## src/include/lfso_cfg.svh

```systemverilog
// Constants for the serial-lane frame sync output block.
// Assumes inclusion by bare name from the frame sync output core file.
`ifndef LFSO_CFG_SVH
`define LFSO_CFG_SVH
`define LFSO_LANE_RATE_10B_MBPS 620
`define LFSO_LANE_RATE_8B_MBPS  496
`define LFSO_ADDR_TRAIN    8'h82
`define LFSO_ADDR_MARKER   8'h83
`define LFSO_ADDR_CLS_BLK  8'h84
`define LFSO_ADDR_CLS_IMG  8'h85
`define LFSO_ADDR_CLS_CRC  8'h86
`define LFSO_ADDR_CLS_TRN  8'h87
`define LFSO_ADDR_MODE     8'h90
`define LFSO_ADDR_BLACK    8'h91
`define LFSO_ADDR_WORDS    8'h92
`define LFSO_ADDR_Y0_FIRST 8'h93
`define LFSO_ADDR_Y0_LAST  8'h94
`define LFSO_ADDR_Y1_FIRST 8'h95
`define LFSO_ADDR_Y1_LAST  8'h96
`define LFSO_ADDR_OVH      8'h97
`define LFSO_ADDR_STATUS   8'h98
`define LFSO_RST_TRAIN     10'h3_A6
`define LFSO_RST_MARKER    7'h2A
`define LFSO_RST_CLS_BLK   10'h0_15
`define LFSO_RST_CLS_IMG   10'h0_35
`define LFSO_RST_CLS_CRC   10'h0_59
`define LFSO_RST_CLS_TRN   10'h3_A6
`define LFSO_RST_BLACK     8'h08
`define LFSO_RST_WORDS     10'h0_A0
`define LFSO_RST_Y0_FIRST  11'h0_00
`define LFSO_RST_Y0_LAST   11'h0_FF
`define LFSO_RST_Y1_FIRST  11'h0_80
`define LFSO_RST_Y1_LAST   11'h1_7F
`define LFSO_RST_OVH       12'h0_40
`define LFSO_TYPE_FS       3'h5
`define LFSO_TYPE_FE       3'h6
`define LFSO_TYPE_LS       3'h1
`define LFSO_TYPE_LE       3'h2
`define LFSO_FIFO_DEPTH    16
`define LFSO_PIX_WIDTH     40
`endif

```

## src/include/lfso_pkg.sv

```systemverilog
// Types for the frame sync output block.
// Assumes lfso_cfg.svh holds the numeric constants.
package lfso_pkg;
  typedef enum logic [7:0] {
    ST_IDLE       = 8'b0000_0001,
    ST_OVERHEAD   = 8'b0000_0010,
    ST_BLACK      = 8'b0000_0100,
    ST_CODE_BEGIN = 8'b0000_1000,
    ST_ID_BEGIN   = 8'b0001_0000,
    ST_PIXELS     = 8'b0010_0000,
    ST_CODE_END   = 8'b0100_0000,
    ST_ID_END     = 8'b1000_0000
  } lfso_state_t;
endpackage : lfso_pkg

```

## src/core/lfso_fifo.sv

```systemverilog
// Pixel word FIFO with registered read data.
// Assumes one clock; both sides in the same domain.
`timescale 1ns/100ps
`default_nettype none
module lfso_fifo #(
  parameter int WIDTH = 40,
  parameter int DEPTH = 16
) (
  // Clock and reset
  input  wire logic             clk_in,
  input  wire logic             rstn_in,
  // Fill side
  input  wire logic [WIDTH-1:0] in_data_in,
  input  wire logic             in_valid_in,
  output logic                  in_ready_out,
  // Drain side
  output logic [WIDTH-1:0]      out_data_out,
  output logic                  out_valid_out,
  input  wire logic             out_ready_in
);
  localparam int AW = $clog2(DEPTH);
  logic [WIDTH-1:0] mem [DEPTH];
  logic [AW-1:0]    wr_ptr_reg;
  logic [AW-1:0]    rd_ptr_reg;
  logic [AW:0]      count_reg;
  logic [AW:0]      count_next;
  logic             push;
  logic             load;

  assign push = in_valid_in && in_ready_out;
  // Output register refills whenever it is empty or being drained
  assign load = (count_reg != '0) && (!out_valid_out || out_ready_in);
  assign count_next = count_reg + (AW+1)'(push) - (AW+1)'(load);

  always_ff @(posedge clk_in) begin
    if (push) begin
      mem[wr_ptr_reg] <= in_data_in;
    end
  end

  always_ff @(posedge clk_in or negedge rstn_in) begin
    if (!rstn_in) begin
      wr_ptr_reg   <= '0;
      rd_ptr_reg   <= '0;
      count_reg    <= '0;
      in_ready_out <= 1'b0;
    end else begin
      if (push) begin
        wr_ptr_reg <= wr_ptr_reg + 1'b1;
      end
      if (load) begin
        rd_ptr_reg <= rd_ptr_reg + 1'b1;
      end
      count_reg    <= count_next;
      in_ready_out <= (count_next != (AW+1)'(DEPTH));
    end
  end

  always_ff @(posedge clk_in or negedge rstn_in) begin
    if (!rstn_in) begin
      out_data_out  <= '0;
      out_valid_out <= 1'b0;
    end else if (load) begin
      out_data_out  <= mem[rd_ptr_reg];
      out_valid_out <= 1'b1;
    end else if (out_ready_in) begin
      out_valid_out <= 1'b0;
    end
  end
endmodule : lfso_fifo
`default_nettype wire

```

## src/core/lfso_frame_sync_output.sv

```systemverilog
// Frame sync output: four data lanes plus sync lane, one word per slot.
// Assumes register port and frame trigger come from logic on sys_clk_in.
`timescale 1ns/100ps
`default_nettype none
`include "lfso_cfg.svh"
module lfso_frame_sync_output (
  // Clock and reset
  input  wire logic        sys_clk_in,
  input  wire logic        rstn_in,
  // Word clock from the link, sampled
  input  wire logic        word_clk_in,
  // Frame trigger from the sequencer
  input  wire logic        frame_trig_in,
  // Pixel words from the readout chain, lane 3 in the top bits
  input  wire logic [39:0] pix_data_in,
  input  wire logic        pix_valid_in,
  output logic             pix_ready_out,
  // Register port
  input  wire logic [7:0]  reg_addr_in,
  input  wire logic [15:0] reg_wdata_in,
  input  wire logic        reg_wr_in,
  input  wire logic        reg_rd_in,
  output logic [15:0]      reg_rdata_out,
  // Lane words
  output logic [9:0]       lane0_out,
  output logic [9:0]       lane1_out,
  output logic [9:0]       lane2_out,
  output logic [9:0]       lane3_out,
  output logic [9:0]       sync_word_out,
  output logic             frame_busy_out
);
  logic [9:0]  train_reg;
  logic [6:0]  marker_reg;
  logic [9:0]  cls_blk_reg;
  logic [9:0]  cls_img_reg;
  logic [9:0]  cls_crc_reg;
  logic [9:0]  cls_trn_reg;
  logic        mode8_reg;
  logic [7:0]  black_reg;
  logic [9:0]  words_reg;
  logic [10:0] y0_first_reg;
  logic [10:0] y0_last_reg;
  logic [10:0] y1_first_reg;
  logic [10:0] y1_last_reg;
  logic [11:0] ovh_reg;
  lfso_pkg::lfso_state_t state_reg;
  lfso_pkg::lfso_state_t state_next;
  logic        wclk_meta_reg;
  logic        wclk_sync_reg;
  logic        wclk_prev_reg;
  logic        slot;
  logic        pend_reg;
  logic [11:0] ovh_cnt_reg;
  logic [7:0]  line_cnt_reg;
  logic [9:0]  word_cnt_reg;
  logic [10:0] row_reg;
  logic [10:0] row_first;
  logic [10:0] row_stop;
  logic        win0_act;
  logic        win1_act;
  logic        any_act;
  logic [2:0]  hid;
  logic        first_row;
  logic        last_row;
  logic        ovh_done;
  logic        last_word;
  logic [39:0] fifo_data;
  logic        fifo_valid;
  logic        fifo_pop;
  logic [9:0]  sync_pre;
  logic        data_sel;

  lfso_fifo #(
    .WIDTH (`LFSO_PIX_WIDTH),
    .DEPTH (`LFSO_FIFO_DEPTH)
  ) u_fifo (
    .clk_in        (sys_clk_in),
    .rstn_in       (rstn_in),
    .in_data_in    (pix_data_in),
    .in_valid_in   (pix_valid_in),
    .in_ready_out  (pix_ready_out),
    .out_data_out  (fifo_data),
    .out_valid_out (fifo_valid),
    .out_ready_in  (fifo_pop)
  );

  // reduced words keep bits 9:2 in the low byte
  function automatic logic [9:0] fmt(input logic [9:0] w, input logic m8);
    fmt = m8 ? {2'b00, w[9:2]} : w;
  endfunction : fmt

  // Register port
  always_ff @(posedge sys_clk_in or negedge rstn_in) begin
    if (!rstn_in) begin
      train_reg    <= `LFSO_RST_TRAIN;
      marker_reg   <= `LFSO_RST_MARKER;
      cls_blk_reg  <= `LFSO_RST_CLS_BLK;
      cls_img_reg  <= `LFSO_RST_CLS_IMG;
      cls_crc_reg  <= `LFSO_RST_CLS_CRC;
      cls_trn_reg  <= `LFSO_RST_CLS_TRN;
      mode8_reg    <= 1'b0;
      black_reg    <= `LFSO_RST_BLACK;
      words_reg    <= `LFSO_RST_WORDS;
      y0_first_reg <= `LFSO_RST_Y0_FIRST;
      y0_last_reg  <= `LFSO_RST_Y0_LAST;
      y1_first_reg <= `LFSO_RST_Y1_FIRST;
      y1_last_reg  <= `LFSO_RST_Y1_LAST;
      ovh_reg      <= `LFSO_RST_OVH;
    end else if (reg_wr_in) begin
      if (reg_addr_in == `LFSO_ADDR_TRAIN) begin
        train_reg <= reg_wdata_in[9:0];
      end else if (reg_addr_in == `LFSO_ADDR_MARKER) begin
        marker_reg <= reg_wdata_in[6:0];
      end else if (reg_addr_in == `LFSO_ADDR_CLS_BLK) begin
        cls_blk_reg <= reg_wdata_in[9:0];
      end else if (reg_addr_in == `LFSO_ADDR_CLS_IMG) begin
        cls_img_reg <= reg_wdata_in[9:0];
      end else if (reg_addr_in == `LFSO_ADDR_CLS_CRC) begin
        cls_crc_reg <= reg_wdata_in[9:0];
      end else if (reg_addr_in == `LFSO_ADDR_CLS_TRN) begin
        cls_trn_reg <= reg_wdata_in[9:0];
      end else if (reg_addr_in == `LFSO_ADDR_MODE) begin
        mode8_reg <= reg_wdata_in[0];
      end else if (reg_addr_in == `LFSO_ADDR_BLACK) begin
        black_reg <= reg_wdata_in[7:0];
      end else if (reg_addr_in == `LFSO_ADDR_WORDS) begin
        words_reg <= reg_wdata_in[9:0];
      end else if (reg_addr_in == `LFSO_ADDR_Y0_FIRST) begin
        y0_first_reg <= reg_wdata_in[10:0];
      end else if (reg_addr_in == `LFSO_ADDR_Y0_LAST) begin
        y0_last_reg <= reg_wdata_in[10:0];
      end else if (reg_addr_in == `LFSO_ADDR_Y1_FIRST) begin
        y1_first_reg <= reg_wdata_in[10:0];
      end else if (reg_addr_in == `LFSO_ADDR_Y1_LAST) begin
        y1_last_reg <= reg_wdata_in[10:0];
      end else if (reg_addr_in == `LFSO_ADDR_OVH) begin
        ovh_reg <= reg_wdata_in[11:0];
      end
    end
  end

  always_ff @(posedge sys_clk_in or negedge rstn_in) begin
    if (!rstn_in) begin
      reg_rdata_out <= 16'h0000;
    end else if (reg_rd_in) begin
      if (reg_addr_in == `LFSO_ADDR_TRAIN) begin
        reg_rdata_out <= {6'h00, train_reg};
      end else if (reg_addr_in == `LFSO_ADDR_MARKER) begin
        reg_rdata_out <= {9'h000, marker_reg};
      end else if (reg_addr_in == `LFSO_ADDR_CLS_BLK) begin
        reg_rdata_out <= {6'h00, cls_blk_reg};
      end else if (reg_addr_in == `LFSO_ADDR_CLS_IMG) begin
        reg_rdata_out <= {6'h00, cls_img_reg};
      end else if (reg_addr_in == `LFSO_ADDR_CLS_CRC) begin
        reg_rdata_out <= {6'h00, cls_crc_reg};
      end else if (reg_addr_in == `LFSO_ADDR_CLS_TRN) begin
        reg_rdata_out <= {6'h00, cls_trn_reg};
      end else if (reg_addr_in == `LFSO_ADDR_MODE) begin
        reg_rdata_out <= {15'h0000, mode8_reg};
      end else if (reg_addr_in == `LFSO_ADDR_BLACK) begin
        reg_rdata_out <= {8'h00, black_reg};
      end else if (reg_addr_in == `LFSO_ADDR_WORDS) begin
        reg_rdata_out <= {6'h00, words_reg};
      end else if (reg_addr_in == `LFSO_ADDR_Y0_FIRST) begin
        reg_rdata_out <= {5'h00, y0_first_reg};
      end else if (reg_addr_in == `LFSO_ADDR_Y0_LAST) begin
        reg_rdata_out <= {5'h00, y0_last_reg};
      end else if (reg_addr_in == `LFSO_ADDR_Y1_FIRST) begin
        reg_rdata_out <= {5'h00, y1_first_reg};
      end else if (reg_addr_in == `LFSO_ADDR_Y1_LAST) begin
        reg_rdata_out <= {5'h00, y1_last_reg};
      end else if (reg_addr_in == `LFSO_ADDR_OVH) begin
        reg_rdata_out <= {4'h0, ovh_reg};
      end else if (reg_addr_in == `LFSO_ADDR_STATUS) begin
        reg_rdata_out <= {row_reg[7:0], state_reg};
      end else begin
        reg_rdata_out <= 16'h0000;
      end
    end
  end

  // Word clock synchroniser; slot marks each rising edge
  always_ff @(posedge sys_clk_in or negedge rstn_in) begin
    if (!rstn_in) begin
      wclk_meta_reg <= 1'b0;
      wclk_sync_reg <= 1'b0;
      wclk_prev_reg <= 1'b0;
    end else begin
      wclk_meta_reg <= word_clk_in;
      wclk_sync_reg <= wclk_meta_reg;
      wclk_prev_reg <= wclk_sync_reg;
    end
  end
  assign slot = wclk_sync_reg && !wclk_prev_reg;

  // window membership of the current row
  assign win0_act  = (row_reg >= y0_first_reg) && (row_reg <= y0_last_reg);
  assign win1_act  = (row_reg >= y1_first_reg) && (row_reg <= y1_last_reg);
  assign any_act   = win0_act || win1_act;
  // highest active window owns the codes
  assign hid       = win1_act ? 3'h1 : 3'h0;
  assign first_row = win1_act ? (row_reg == y1_first_reg) : (row_reg == y0_first_reg);
  assign last_row  = win1_act ? (row_reg == y1_last_reg) : (row_reg == y0_last_reg);
  assign row_first = (y0_first_reg < y1_first_reg) ? y0_first_reg : y1_first_reg;
  assign row_stop  = (y0_last_reg > y1_last_reg) ? y0_last_reg : y1_last_reg;
  assign ovh_done  = (ovh_cnt_reg == ovh_reg - 12'h001);
  assign last_word = (word_cnt_reg == words_reg - 10'h001);
  // Missing pixel word stalls the line rather than breaking slot pairing
  assign data_sel  = ((state_reg == lfso_pkg::ST_BLACK) || (state_reg == lfso_pkg::ST_PIXELS)) && fifo_valid;
  assign fifo_pop  = slot && data_sel;

  always_comb begin
    state_next = state_reg;
    case (state_reg)
      lfso_pkg::ST_IDLE: begin
        if (pend_reg) begin
          state_next = lfso_pkg::ST_OVERHEAD;
        end
      end
      lfso_pkg::ST_OVERHEAD: begin
        // black lines come before any window line
        if (ovh_done) begin
          state_next = (black_reg != 8'h00) ? lfso_pkg::ST_BLACK : lfso_pkg::ST_CODE_BEGIN;
        end
      end
      lfso_pkg::ST_BLACK: begin
        if (fifo_valid && last_word && (line_cnt_reg == black_reg - 8'h01)) begin
          state_next = lfso_pkg::ST_CODE_BEGIN;
        end
      end
      lfso_pkg::ST_CODE_BEGIN: begin
        if (any_act) begin
          state_next = lfso_pkg::ST_ID_BEGIN;
        end
      end
      lfso_pkg::ST_ID_BEGIN: begin
        state_next = lfso_pkg::ST_PIXELS;
      end
      lfso_pkg::ST_PIXELS: begin
        if (fifo_valid && last_word) begin
          state_next = lfso_pkg::ST_CODE_END;
        end
      end
      lfso_pkg::ST_CODE_END: begin
        state_next = lfso_pkg::ST_ID_END;
      end
      lfso_pkg::ST_ID_END: begin
        state_next = (row_reg == row_stop) ? lfso_pkg::ST_IDLE : lfso_pkg::ST_CODE_BEGIN;
      end
      default: begin
        state_next = lfso_pkg::ST_IDLE;
      end
    endcase
  end

  always_ff @(posedge sys_clk_in or negedge rstn_in) begin
    if (!rstn_in) begin
      state_reg <= lfso_pkg::ST_IDLE;
    end else if (slot) begin
      state_reg <= state_next;
    end
  end

  // Trigger is held until the sequencer starts; a new trigger wins over the clear
  always_ff @(posedge sys_clk_in or negedge rstn_in) begin
    if (!rstn_in) begin
      pend_reg <= 1'b0;
    end else if (frame_trig_in) begin
      pend_reg <= 1'b1;
    end else if (slot && (state_reg == lfso_pkg::ST_IDLE)) begin
      pend_reg <= 1'b0;
    end
  end

  // Counters for overhead, black lines, words and rows
  always_ff @(posedge sys_clk_in or negedge rstn_in) begin
    if (!rstn_in) begin
      ovh_cnt_reg  <= 12'h000;
      line_cnt_reg <= 8'h00;
      word_cnt_reg <= 10'h000;
      row_reg      <= 11'h000;
    end else if (slot) begin
      if (state_reg == lfso_pkg::ST_IDLE) begin
        ovh_cnt_reg  <= 12'h000;
        line_cnt_reg <= 8'h00;
        word_cnt_reg <= 10'h000;
      end else if (state_reg == lfso_pkg::ST_OVERHEAD) begin
        ovh_cnt_reg <= ovh_cnt_reg + 12'h001;
        // rows climb from the lower of the two window first rows
        row_reg     <= row_first;
      end else if (data_sel) begin
        word_cnt_reg <= last_word ? 10'h000 : word_cnt_reg + 10'h001;
        if (last_word && (state_reg == lfso_pkg::ST_BLACK)) begin
          line_cnt_reg <= line_cnt_reg + 8'h01;
        end
      end else if ((state_reg == lfso_pkg::ST_ID_END) || ((state_reg == lfso_pkg::ST_CODE_BEGIN) && !any_act)) begin
        row_reg <= row_reg + 11'h001;
      end
    end
  end

  always_comb begin
    sync_pre = cls_trn_reg;
    case (state_reg)
      lfso_pkg::ST_BLACK: begin
        sync_pre = fifo_valid ? cls_blk_reg : cls_trn_reg;
      end
      lfso_pkg::ST_PIXELS: begin
        // class code on plain data slots
        sync_pre = fifo_valid ? cls_img_reg : cls_trn_reg;
      end
      lfso_pkg::ST_CODE_BEGIN: begin
        if (any_act) begin
          sync_pre = {first_row ? `LFSO_TYPE_FS : `LFSO_TYPE_LS, marker_reg};
        end
      end
      lfso_pkg::ST_CODE_END: begin
        sync_pre = {last_row ? `LFSO_TYPE_FE : `LFSO_TYPE_LE, marker_reg};
      end
      lfso_pkg::ST_ID_BEGIN, lfso_pkg::ST_ID_END: begin
        sync_pre = mode8_reg ? {3'b000, hid, 4'h0} : {7'h00, hid};
      end
      default: begin
        sync_pre = cls_trn_reg;
      end
    endcase
  end

  // all lanes change together on the slot
  always_ff @(posedge sys_clk_in or negedge rstn_in) begin
    if (!rstn_in) begin
      lane0_out      <= 10'h000;
      lane1_out      <= 10'h000;
      lane2_out      <= 10'h000;
      lane3_out      <= 10'h000;
      sync_word_out  <= 10'h000;
      frame_busy_out <= 1'b0;
    end else if (slot) begin
      lane0_out      <= fmt(data_sel ? fifo_data[9:0] : train_reg, mode8_reg);
      lane1_out      <= fmt(data_sel ? fifo_data[19:10] : train_reg, mode8_reg);
      lane2_out      <= fmt(data_sel ? fifo_data[29:20] : train_reg, mode8_reg);
      lane3_out      <= fmt(data_sel ? fifo_data[39:30] : train_reg, mode8_reg);
      sync_word_out  <= fmt(sync_pre, mode8_reg);
      frame_busy_out <= (state_next != lfso_pkg::ST_IDLE);
    end
  end

  property p_begin_fs;
    @(posedge sys_clk_in) disable iff (!rstn_in)
    (slot && (state_reg == lfso_pkg::ST_CODE_BEGIN) && any_act && first_row && !mode8_reg)
      |=> (sync_word_out[9:7] == 3'h5);
  endproperty
  a_begin_fs: assert property (p_begin_fs) else $error("frame start type wrong");
  property p_begin_ls;
    @(posedge sys_clk_in) disable iff (!rstn_in)
    (slot && (state_reg == lfso_pkg::ST_CODE_BEGIN) && any_act && !first_row && !mode8_reg)
      |=> (sync_word_out[9:7] == 3'h1);
  endproperty
  a_begin_ls: assert property (p_begin_ls) else $error("line begin type wrong");
  property p_end_fe;
    @(posedge sys_clk_in) disable iff (!rstn_in)
    (slot && (state_reg == lfso_pkg::ST_CODE_END) && !mode8_reg)
      |=> (sync_word_out == {($past(last_row) ? 3'h6 : 3'h2), $past(marker_reg)});
  endproperty
  a_end_fe: assert property (p_end_fe) else $error("end code wrong");
  property p_id_follows;
    @(posedge sys_clk_in) disable iff (!rstn_in)
    (slot && (state_reg == lfso_pkg::ST_CODE_END)) |=> (state_reg == lfso_pkg::ST_ID_END)[*6];
  endproperty
  a_id_follows: assert property (p_id_follows) else $error("no window id after code");
  property p_id_value;
    @(posedge sys_clk_in) disable iff (!rstn_in)
    (slot && (state_reg == lfso_pkg::ST_ID_BEGIN) && !mode8_reg)
      |=> (sync_word_out == {7'h00, $past(win1_act), 2'b00} >> 2) || (sync_word_out == {9'h000, $past(win1_act)});
  endproperty
  a_id_value: assert property (p_id_value) else $error("window id not highest");
  property p_narrow;
    @(posedge sys_clk_in) disable iff (!rstn_in)
    (slot && mode8_reg) |=> (sync_word_out[9:8] == 2'b00) && (lane0_out[9:8] == 2'b00);
  endproperty
  a_narrow: assert property (p_narrow) else $error("8-bit word too wide");
  property p_idle_train;
    @(posedge sys_clk_in) disable iff (!rstn_in)
    (slot && (state_reg == lfso_pkg::ST_IDLE) && !mode8_reg)
      |=> (lane3_out == $past(train_reg)) && (sync_word_out == $past(cls_trn_reg));
  endproperty
  a_idle_train: assert property (p_idle_train) else $error("idle lanes not training");
  property p_slot_only;
    @(posedge sys_clk_in) disable iff (!rstn_in)
    !slot |=> $stable(sync_word_out) && $stable(lane0_out);
  endproperty
  a_slot_only: assert property (p_slot_only) else $error("lane word changed off slot");
  property p_black_first;
    @(posedge sys_clk_in) disable iff (!rstn_in)
    (slot && (state_reg == lfso_pkg::ST_OVERHEAD) && ovh_done && (black_reg != 8'h00))
      |=> (state_reg == lfso_pkg::ST_BLACK);
  endproperty
  a_black_first: assert property (p_black_first) else $error("black lines skipped");
  property p_row_step;
    @(posedge sys_clk_in) disable iff (!rstn_in)
    (slot && (state_reg == lfso_pkg::ST_ID_END) && (row_reg != row_stop))
      |=> (row_reg == $past(row_reg) + 11'h001);
  endproperty
  a_row_step: assert property (p_row_step) else $error("row did not advance");
endmodule : lfso_frame_sync_output
`default_nettype wire

```

## config.mk

```make
export PLATFORM = sky130hd
export DESIGN_NAME = lfso_frame_sync_output
export DESIGN_NICKNAME = d
export VERILOG_FILES = /design/src/include/lfso_pkg.sv /design/src/core/lfso_fifo.sv /design/src/core/lfso_frame_sync_output.sv
export VERILOG_INCLUDE_DIRS = /design/src /design/src/include
export SDC_FILE = /design/constraint.sdc
export NUM_CORES = 1
export LEC_CHECK = 0
export BUFFER_PORTS_ARGS = -buffer_cell sky130_fd_sc_hd__buf_2
export CORE_UTILIZATION = 62
export CTS_CLUSTER_DIAMETER = 50
export DETAILED_ROUTE_END_ITERATION = 16
export PLACE_DENSITY = 0.83
export SLEW_MARGIN = 15
export SYNTH_ARGS = -nofsm -noshare
export SYNTH_HDL_FRONTEND = slang
export SYNTH_SLANG_ARGS = --single-unit
```

## constraint.sdc

```tcl
create_clock -name sys_clk_in -period 4.7 [get_ports sys_clk_in]
set_input_delay 1.41 -clock sys_clk_in [delete_from_list [all_inputs] [get_ports sys_clk_in]]
set_output_delay 1.41 -clock sys_clk_in [all_outputs]
set_load 0.01 [all_outputs]
```

==> run_summary.xml <==
<?xml version="1.0" encoding="UTF-8"?>
<metrics>
  <group name="drt">
    <metric name="drt_iter0_drc" unit="">4272</metric>
    <metric name="vias_per_cell" unit="">7.356</metric>
    <metric name="drt_pre_antenna_iters" unit="">7</metric>
    <metric name="detail_route.wirelength" unit="um">133000</metric>
    <metric name="vias" unit="">28420</metric>
    <metric name="drc_errors" unit="">0</metric>
    <metric name="postRouteAntennaNets" unit="">0</metric>
    <metric name="routed_wire_length_per_instance" unit="um">34.43</metric>
  </group>
  <group name="timing">
    <metric name="clock.fmax" unit="MHz">248.8</metric>
    <metric name="max_slew.worst_pin.slew" unit="ps">1248</metric>
    <metric name="clock_skew" unit="ps">80.95</metric>
    <metric name="final_worst_path_cycle_share" unit="%">85.52</metric>
    <metric name="timing.max_slew.rel_slack" unit="%">16.50</metric>
    <metric name="drv_slew" unit="">0</metric>
    <metric name="finalWorstPathRequiredPeriod" unit="ps">4019</metric>
    <metric name="final-hold-violation-count" unit="">0</metric>
    <metric name="final.setup.worst_slack" unit="ps">680.7</metric>
    <metric name="setup_viol" unit="">0</metric>
    <metric name="setup_total_negative_slack" unit="ps">0</metric>
    <metric name="rsz0062_at_grt" unit="">false</metric>
  </group>
  <group name="critical_path">
    <metric name="critical_path.cell_chain" unit="">ha_1 -&gt; nand3_1 -&gt; o21bai_1 -&gt; a31oi_1 -&gt; o31ai_1 -&gt; a22oi_1 -&gt; and2_1 -&gt; buf_4 -&gt; a221oi_1 -&gt; a32oi_1 -&gt; buf_4 -&gt; o21a_1</metric>
    <metric name="worst-setup-path-type" unit="">register to register</metric>
    <metric name="worst_path_most_repeated_cell" unit="">sky130_fd_sc_hd__buf_4</metric>
    <metric name="critPathArrivalTime" unit="ps">4570</metric>
    <metric name="cp_num_buf_inv" unit="">2</metric>
    <metric name="cpPeakStageDelay" unit="ps">720</metric>
    <metric name="crit_required" unit="ps">5250</metric>
    <metric name="timing.critical_path.slowest_stage_cell" unit="">sky130_fd_sc_hd__dfrtp_1</metric>
    <metric name="critical_path.startpoint_type" unit="">register</metric>
    <metric name="largest_driver_fanout_on_the_critical_path" unit="">11</metric>
    <metric name="crit_path_end_kind" unit="">register</metric>
    <metric name="cp_delay_by_family_top" unit="">compound AO/OA/AOI/OAI gates</metric>
  </group>
  <group name="synthesis">
    <metric name="post_synthesis_instance_area" unit="um2">41900</metric>
    <metric name="synth-async-reset-ratio" unit="%">32.42</metric>
    <metric name="post_synthesis_net_count" unit="">2906</metric>
    <metric name="synth.lib_cells_used.distinct" unit="">74</metric>
    <metric name="ys_ff_latch" unit="">947</metric>
    <metric name="synthesis.instances" unit="">2750</metric>
    <metric name="synth.avg_cell_area" unit="um2">15.24</metric>
    <metric name="dominantRegCellSynth" unit="">sky130_fd_sc_hd__edfxtp_1</metric>
    <metric name="count_of_flip_flops_with_a_built_in_enable_after_synthesis" unit="">640</metric>
    <metric name="ys_seq_area_share" unit="%">64.34</metric>
    <metric name="synthesis.yosys.warnings" unit="">0</metric>
  </group>
  <group name="cells_and_area">
    <metric name="post_route_cells_drive_above_1_share" unit="%">27.80</metric>
    <metric name="largest_registers" unit="">u_fifo.mem (640), u_fifo.out_data_out (40), reg_rdata_out (16)</metric>
    <metric name="largest-register" unit="">u_fifo.mem</metric>
    <metric name="nets" unit="">3061</metric>
    <metric name="synthToLayoutAreaGrowth" unit="%">13.09</metric>
    <metric name="largest_reg_flops" unit="">640</metric>
  </group>
  <group name="placed_design">
    <metric name="routabilityCongestion" unit="">0.9791</metric>
    <metric name="port-buffer-count" unit="">134</metric>
    <metric name="hpwl" unit="um">74790</metric>
    <metric name="detailedPlace.worstSlack" unit="ps">504.7</metric>
  </group>
  <group name="die">
    <metric name="die_width" unit="um">262.0</metric>
    <metric name="floorplan.rows" unit="">94</metric>
    <metric name="design.die.area" unit="um2">68630</metric>
    <metric name="effective_utilization_at_floorplan" unit="%">63.17</metric>
    <metric name="ios" unit="">139</metric>
    <metric name="die_height" unit="um">262.0</metric>
    <metric name="core" unit="um2">66330</metric>
  </group>
  <group name="clocking">
    <metric name="cts_inserted_buffers" unit="">100</metric>
    <metric name="number_of_hold_repair_buffers_added_at_the_cts_stage" unit="">0</metric>
    <metric name="insertion_delay" unit="ps">710</metric>
    <metric name="cts_repair_resize_count" unit="">0</metric>
    <metric name="cts_htree_levels" unit="">3</metric>
    <metric name="post_cts_buffers" unit="">0</metric>
    <metric name="root_buffer" unit="">sky130_fd_sc_hd__clkbuf_16</metric>
    <metric name="clk_pin_slew_worst_paths" unit="ps">70</metric>
    <metric name="cts.sinks" unit="">947</metric>
    <metric name="tritoncts_clock_tree" unit="">built</metric>
    <metric name="cts-root-to-sink-buffers" unit="">3</metric>
  </group>
  <group name="global_routing">
    <metric name="grt_antenna_before_repair" unit="">10</metric>
    <metric name="largest_net_degree_at_the_start_of_global_routing" unit="">91</metric>
    <metric name="grt-ovfl-total" unit="">0</metric>
    <metric name="grt_pass1_wl" unit="um">191300</metric>
    <metric name="globalRouteTotalUtil" unit="%">39.28</metric>
    <metric name="via_count_of_the_first_global_routing_pass" unit="">28470</metric>
  </group>
  <group name="power">
    <metric name="ir_worst_vdd" unit="mV">0.4542</metric>
    <metric name="pwr-share-seq" unit="%">43.8</metric>
    <metric name="intPower" unit="mW">16.98</metric>
    <metric name="power_frac_comb" unit="%">22.3</metric>
    <metric name="clkPwrFrac" unit="%">34.0</metric>
    <metric name="p_leak" unit="nW">17.30</metric>
    <metric name="netSwitchingFraction" unit="%">31.28</metric>
    <metric name="power-per-cell-area" unit="nW/um2">521.5</metric>
    <metric name="power_spent_charging_and_discharging_nets" unit="mW">7.729</metric>
  </group>
  <group name="outcome">
    <metric name="run_status" unit="">finished, final reports clean</metric>
  </group>
  <group name="min_path">
    <metric name="timing.hold.worst.class" unit="">register to register</metric>
  </group>
  <group name="flow_run">
    <metric name="max_cap_violations" unit="">0</metric>
  </group>
</metrics>
cells by family after synthesis:
group                      synth area share (%)
adders and majority gates                 2.556
buffers and inverters                     2.210
and+or+nand+nor                           6.232
DFF                                       64.34
muxes                                     16.00
AOI/OAI and AO/OA                         6.906
xor gates and xnor gates                  1.756
path summary, 6_finish.rpt:
kind                                               from                               end  slack, ps  cells after the start
worst max-delay path             row_reg[2]$_DFFE_PN0P_      sync_word_out[4]$_DFFE_PN0P_        680                     12
worst min-delay path            wclk_meta_reg$_DFF_PN0_           wclk_sync_reg$_DFF_PN0_        380                      0
worst max register to register   row_reg[2]$_DFFE_PN0P_      sync_word_out[4]$_DFFE_PN0P_        680                     12
worst min register to register  wclk_meta_reg$_DFF_PN0_           wclk_sync_reg$_DFF_PN0_        380                      0
max in group asynchronous                       rstn_in  u_fifo.rd_ptr_reg[2]$_DFFE_PN0P_       2860                      2
min in group asynchronous                       rstn_in        cls_img_reg[1]$_DFFE_PN0P_        750                      1
synth_stat cells, types with 51 or more instances:
cell type	number	share of area [%]
sky130_fd_sc_hd__ha_1	84	2.5
sky130_fd_sc_hd__mux2_2	165	4.4
sky130_fd_sc_hd__clkbuf_1	131	1.2
sky130_fd_sc_hd__mux4_2	205	11
sky130_fd_sc_hd__xnor2_1	51	1.1
sky130_fd_sc_hd__nand2_1	151	1.4
sky130_fd_sc_hd__inv_1	94	0.84
sky130_fd_sc_hd__a21oi_1	81	0.97
sky130_fd_sc_hd__nor2_1	143	1.3
sky130_fd_sc_hd__dfrtp_1	259	15
sky130_fd_sc_hd__o21ai_0	161	1.9
sky130_fd_sc_hd__edfxtp_1	640	46
routing by layer:
metal | part of all wire (%) | vias to the layer above | GRT usage [%]
met5 | 0.031 | - | 0
met4 | 7.1 | 6 | 23.55
met3 | 12 | 720 | 11.01
met2 | 48 | 2590 | 62.88
met1 | 33 | 14080 | 47.96
li1 | - | 11020 | -
placed cells by master, fill, tap and decap left out, types with 21 or more instances in the layout:
cell | synthesis | final
sky130_fd_sc_hd__nand4_1 | 21 | 21
sky130_fd_sc_hd__a21oi_1 | 81 | 81
sky130_fd_sc_hd__edfxtp_1 | 640 | 640
sky130_fd_sc_hd__ha_1 | 84 | 84
sky130_fd_sc_hd__xnor2_1 | 51 | 51
sky130_fd_sc_hd__clkinv_2 | 0 | 22
sky130_fd_sc_hd__o21ai_0 | 161 | 161
sky130_fd_sc_hd__mux2i_1 | 23 | 23
sky130_fd_sc_hd__o211ai_1 | 25 | 25
sky130_fd_sc_hd__clkbuf_16 | 0 | 101
sky130_fd_sc_hd__mux4_2 | 205 | 205
sky130_fd_sc_hd__mux2_2 | 165 | 165
sky130_fd_sc_hd__o21a_1 | 21 | 21
sky130_fd_sc_hd__nand2_1 | 151 | 151
sky130_fd_sc_hd__xor2_1 | 33 | 33
sky130_fd_sc_hd__buf_2 | 2 | 133
sky130_fd_sc_hd__dfrtp_1 | 259 | 254
sky130_fd_sc_hd__buf_4 | 0 | 57
sky130_fd_sc_hd__nor2_1 | 143 | 142
sky130_fd_sc_hd__nor3_1 | 45 | 44
sky130_fd_sc_hd__inv_1 | 94 | 94
sky130_fd_sc_hd__a31oi_1 | 25 | 25
sky130_fd_sc_hd__dfstp_2 | 48 | 48
sky130_fd_sc_hd__nand3_1 | 48 | 48
cell type report:
type / instances / area [um2]
Clock inverter: 63 / 743.2
Multi-Input combinational cell: 1557 / 14070
Inverter: 94 / 352.8
Clock buffer: 127 / 2765
Tap cell: 864 / 1081
Sequential cell: 947 / 26970
Antenna cell: 6 / 15.01
Timing Repair Buffer: 205 / 1389
Fill cell: 3844 / 18950
per-stage QoR:
stage,total power [mW],cells,utilization [%],cell area (um2),hold WS [ps]
after floorplan,13.96,2750,-,41900,331.2
after global placement,15.71,3667,66.12,43860,334.4
after detailed placement,16.01,3667,66.12,43860,337.8
after CTS,24.50,3857,71.40,47370,379.7
after global routing,25.25,3859,71.42,47380,409.0
final,24.71,3863,71.44,47390,383.3
power by group through the flow:
stage	clock network, mW	registers [mW]	logic, mW
2_1_floorplan	0	10.5	3.48
3_3_place_gp	0	10.7	4.97
3_5_place_dp	0	10.8	5.18
4_1_cts	8.37	10.8	5.37
5_1_grt	8.67	10.8	5.73
6_report	8.40	10.8	5.50
worst reg2reg max path, delay by kind of cell, from the launching register on:
family          cells  cell delay, ps
compound gates      7            1930
fa+ha+maj           1             360
buf+inv             2             460
flops               1             720
simple gates        2             470
Note: power is estimated with default switching activity, not from simulation.
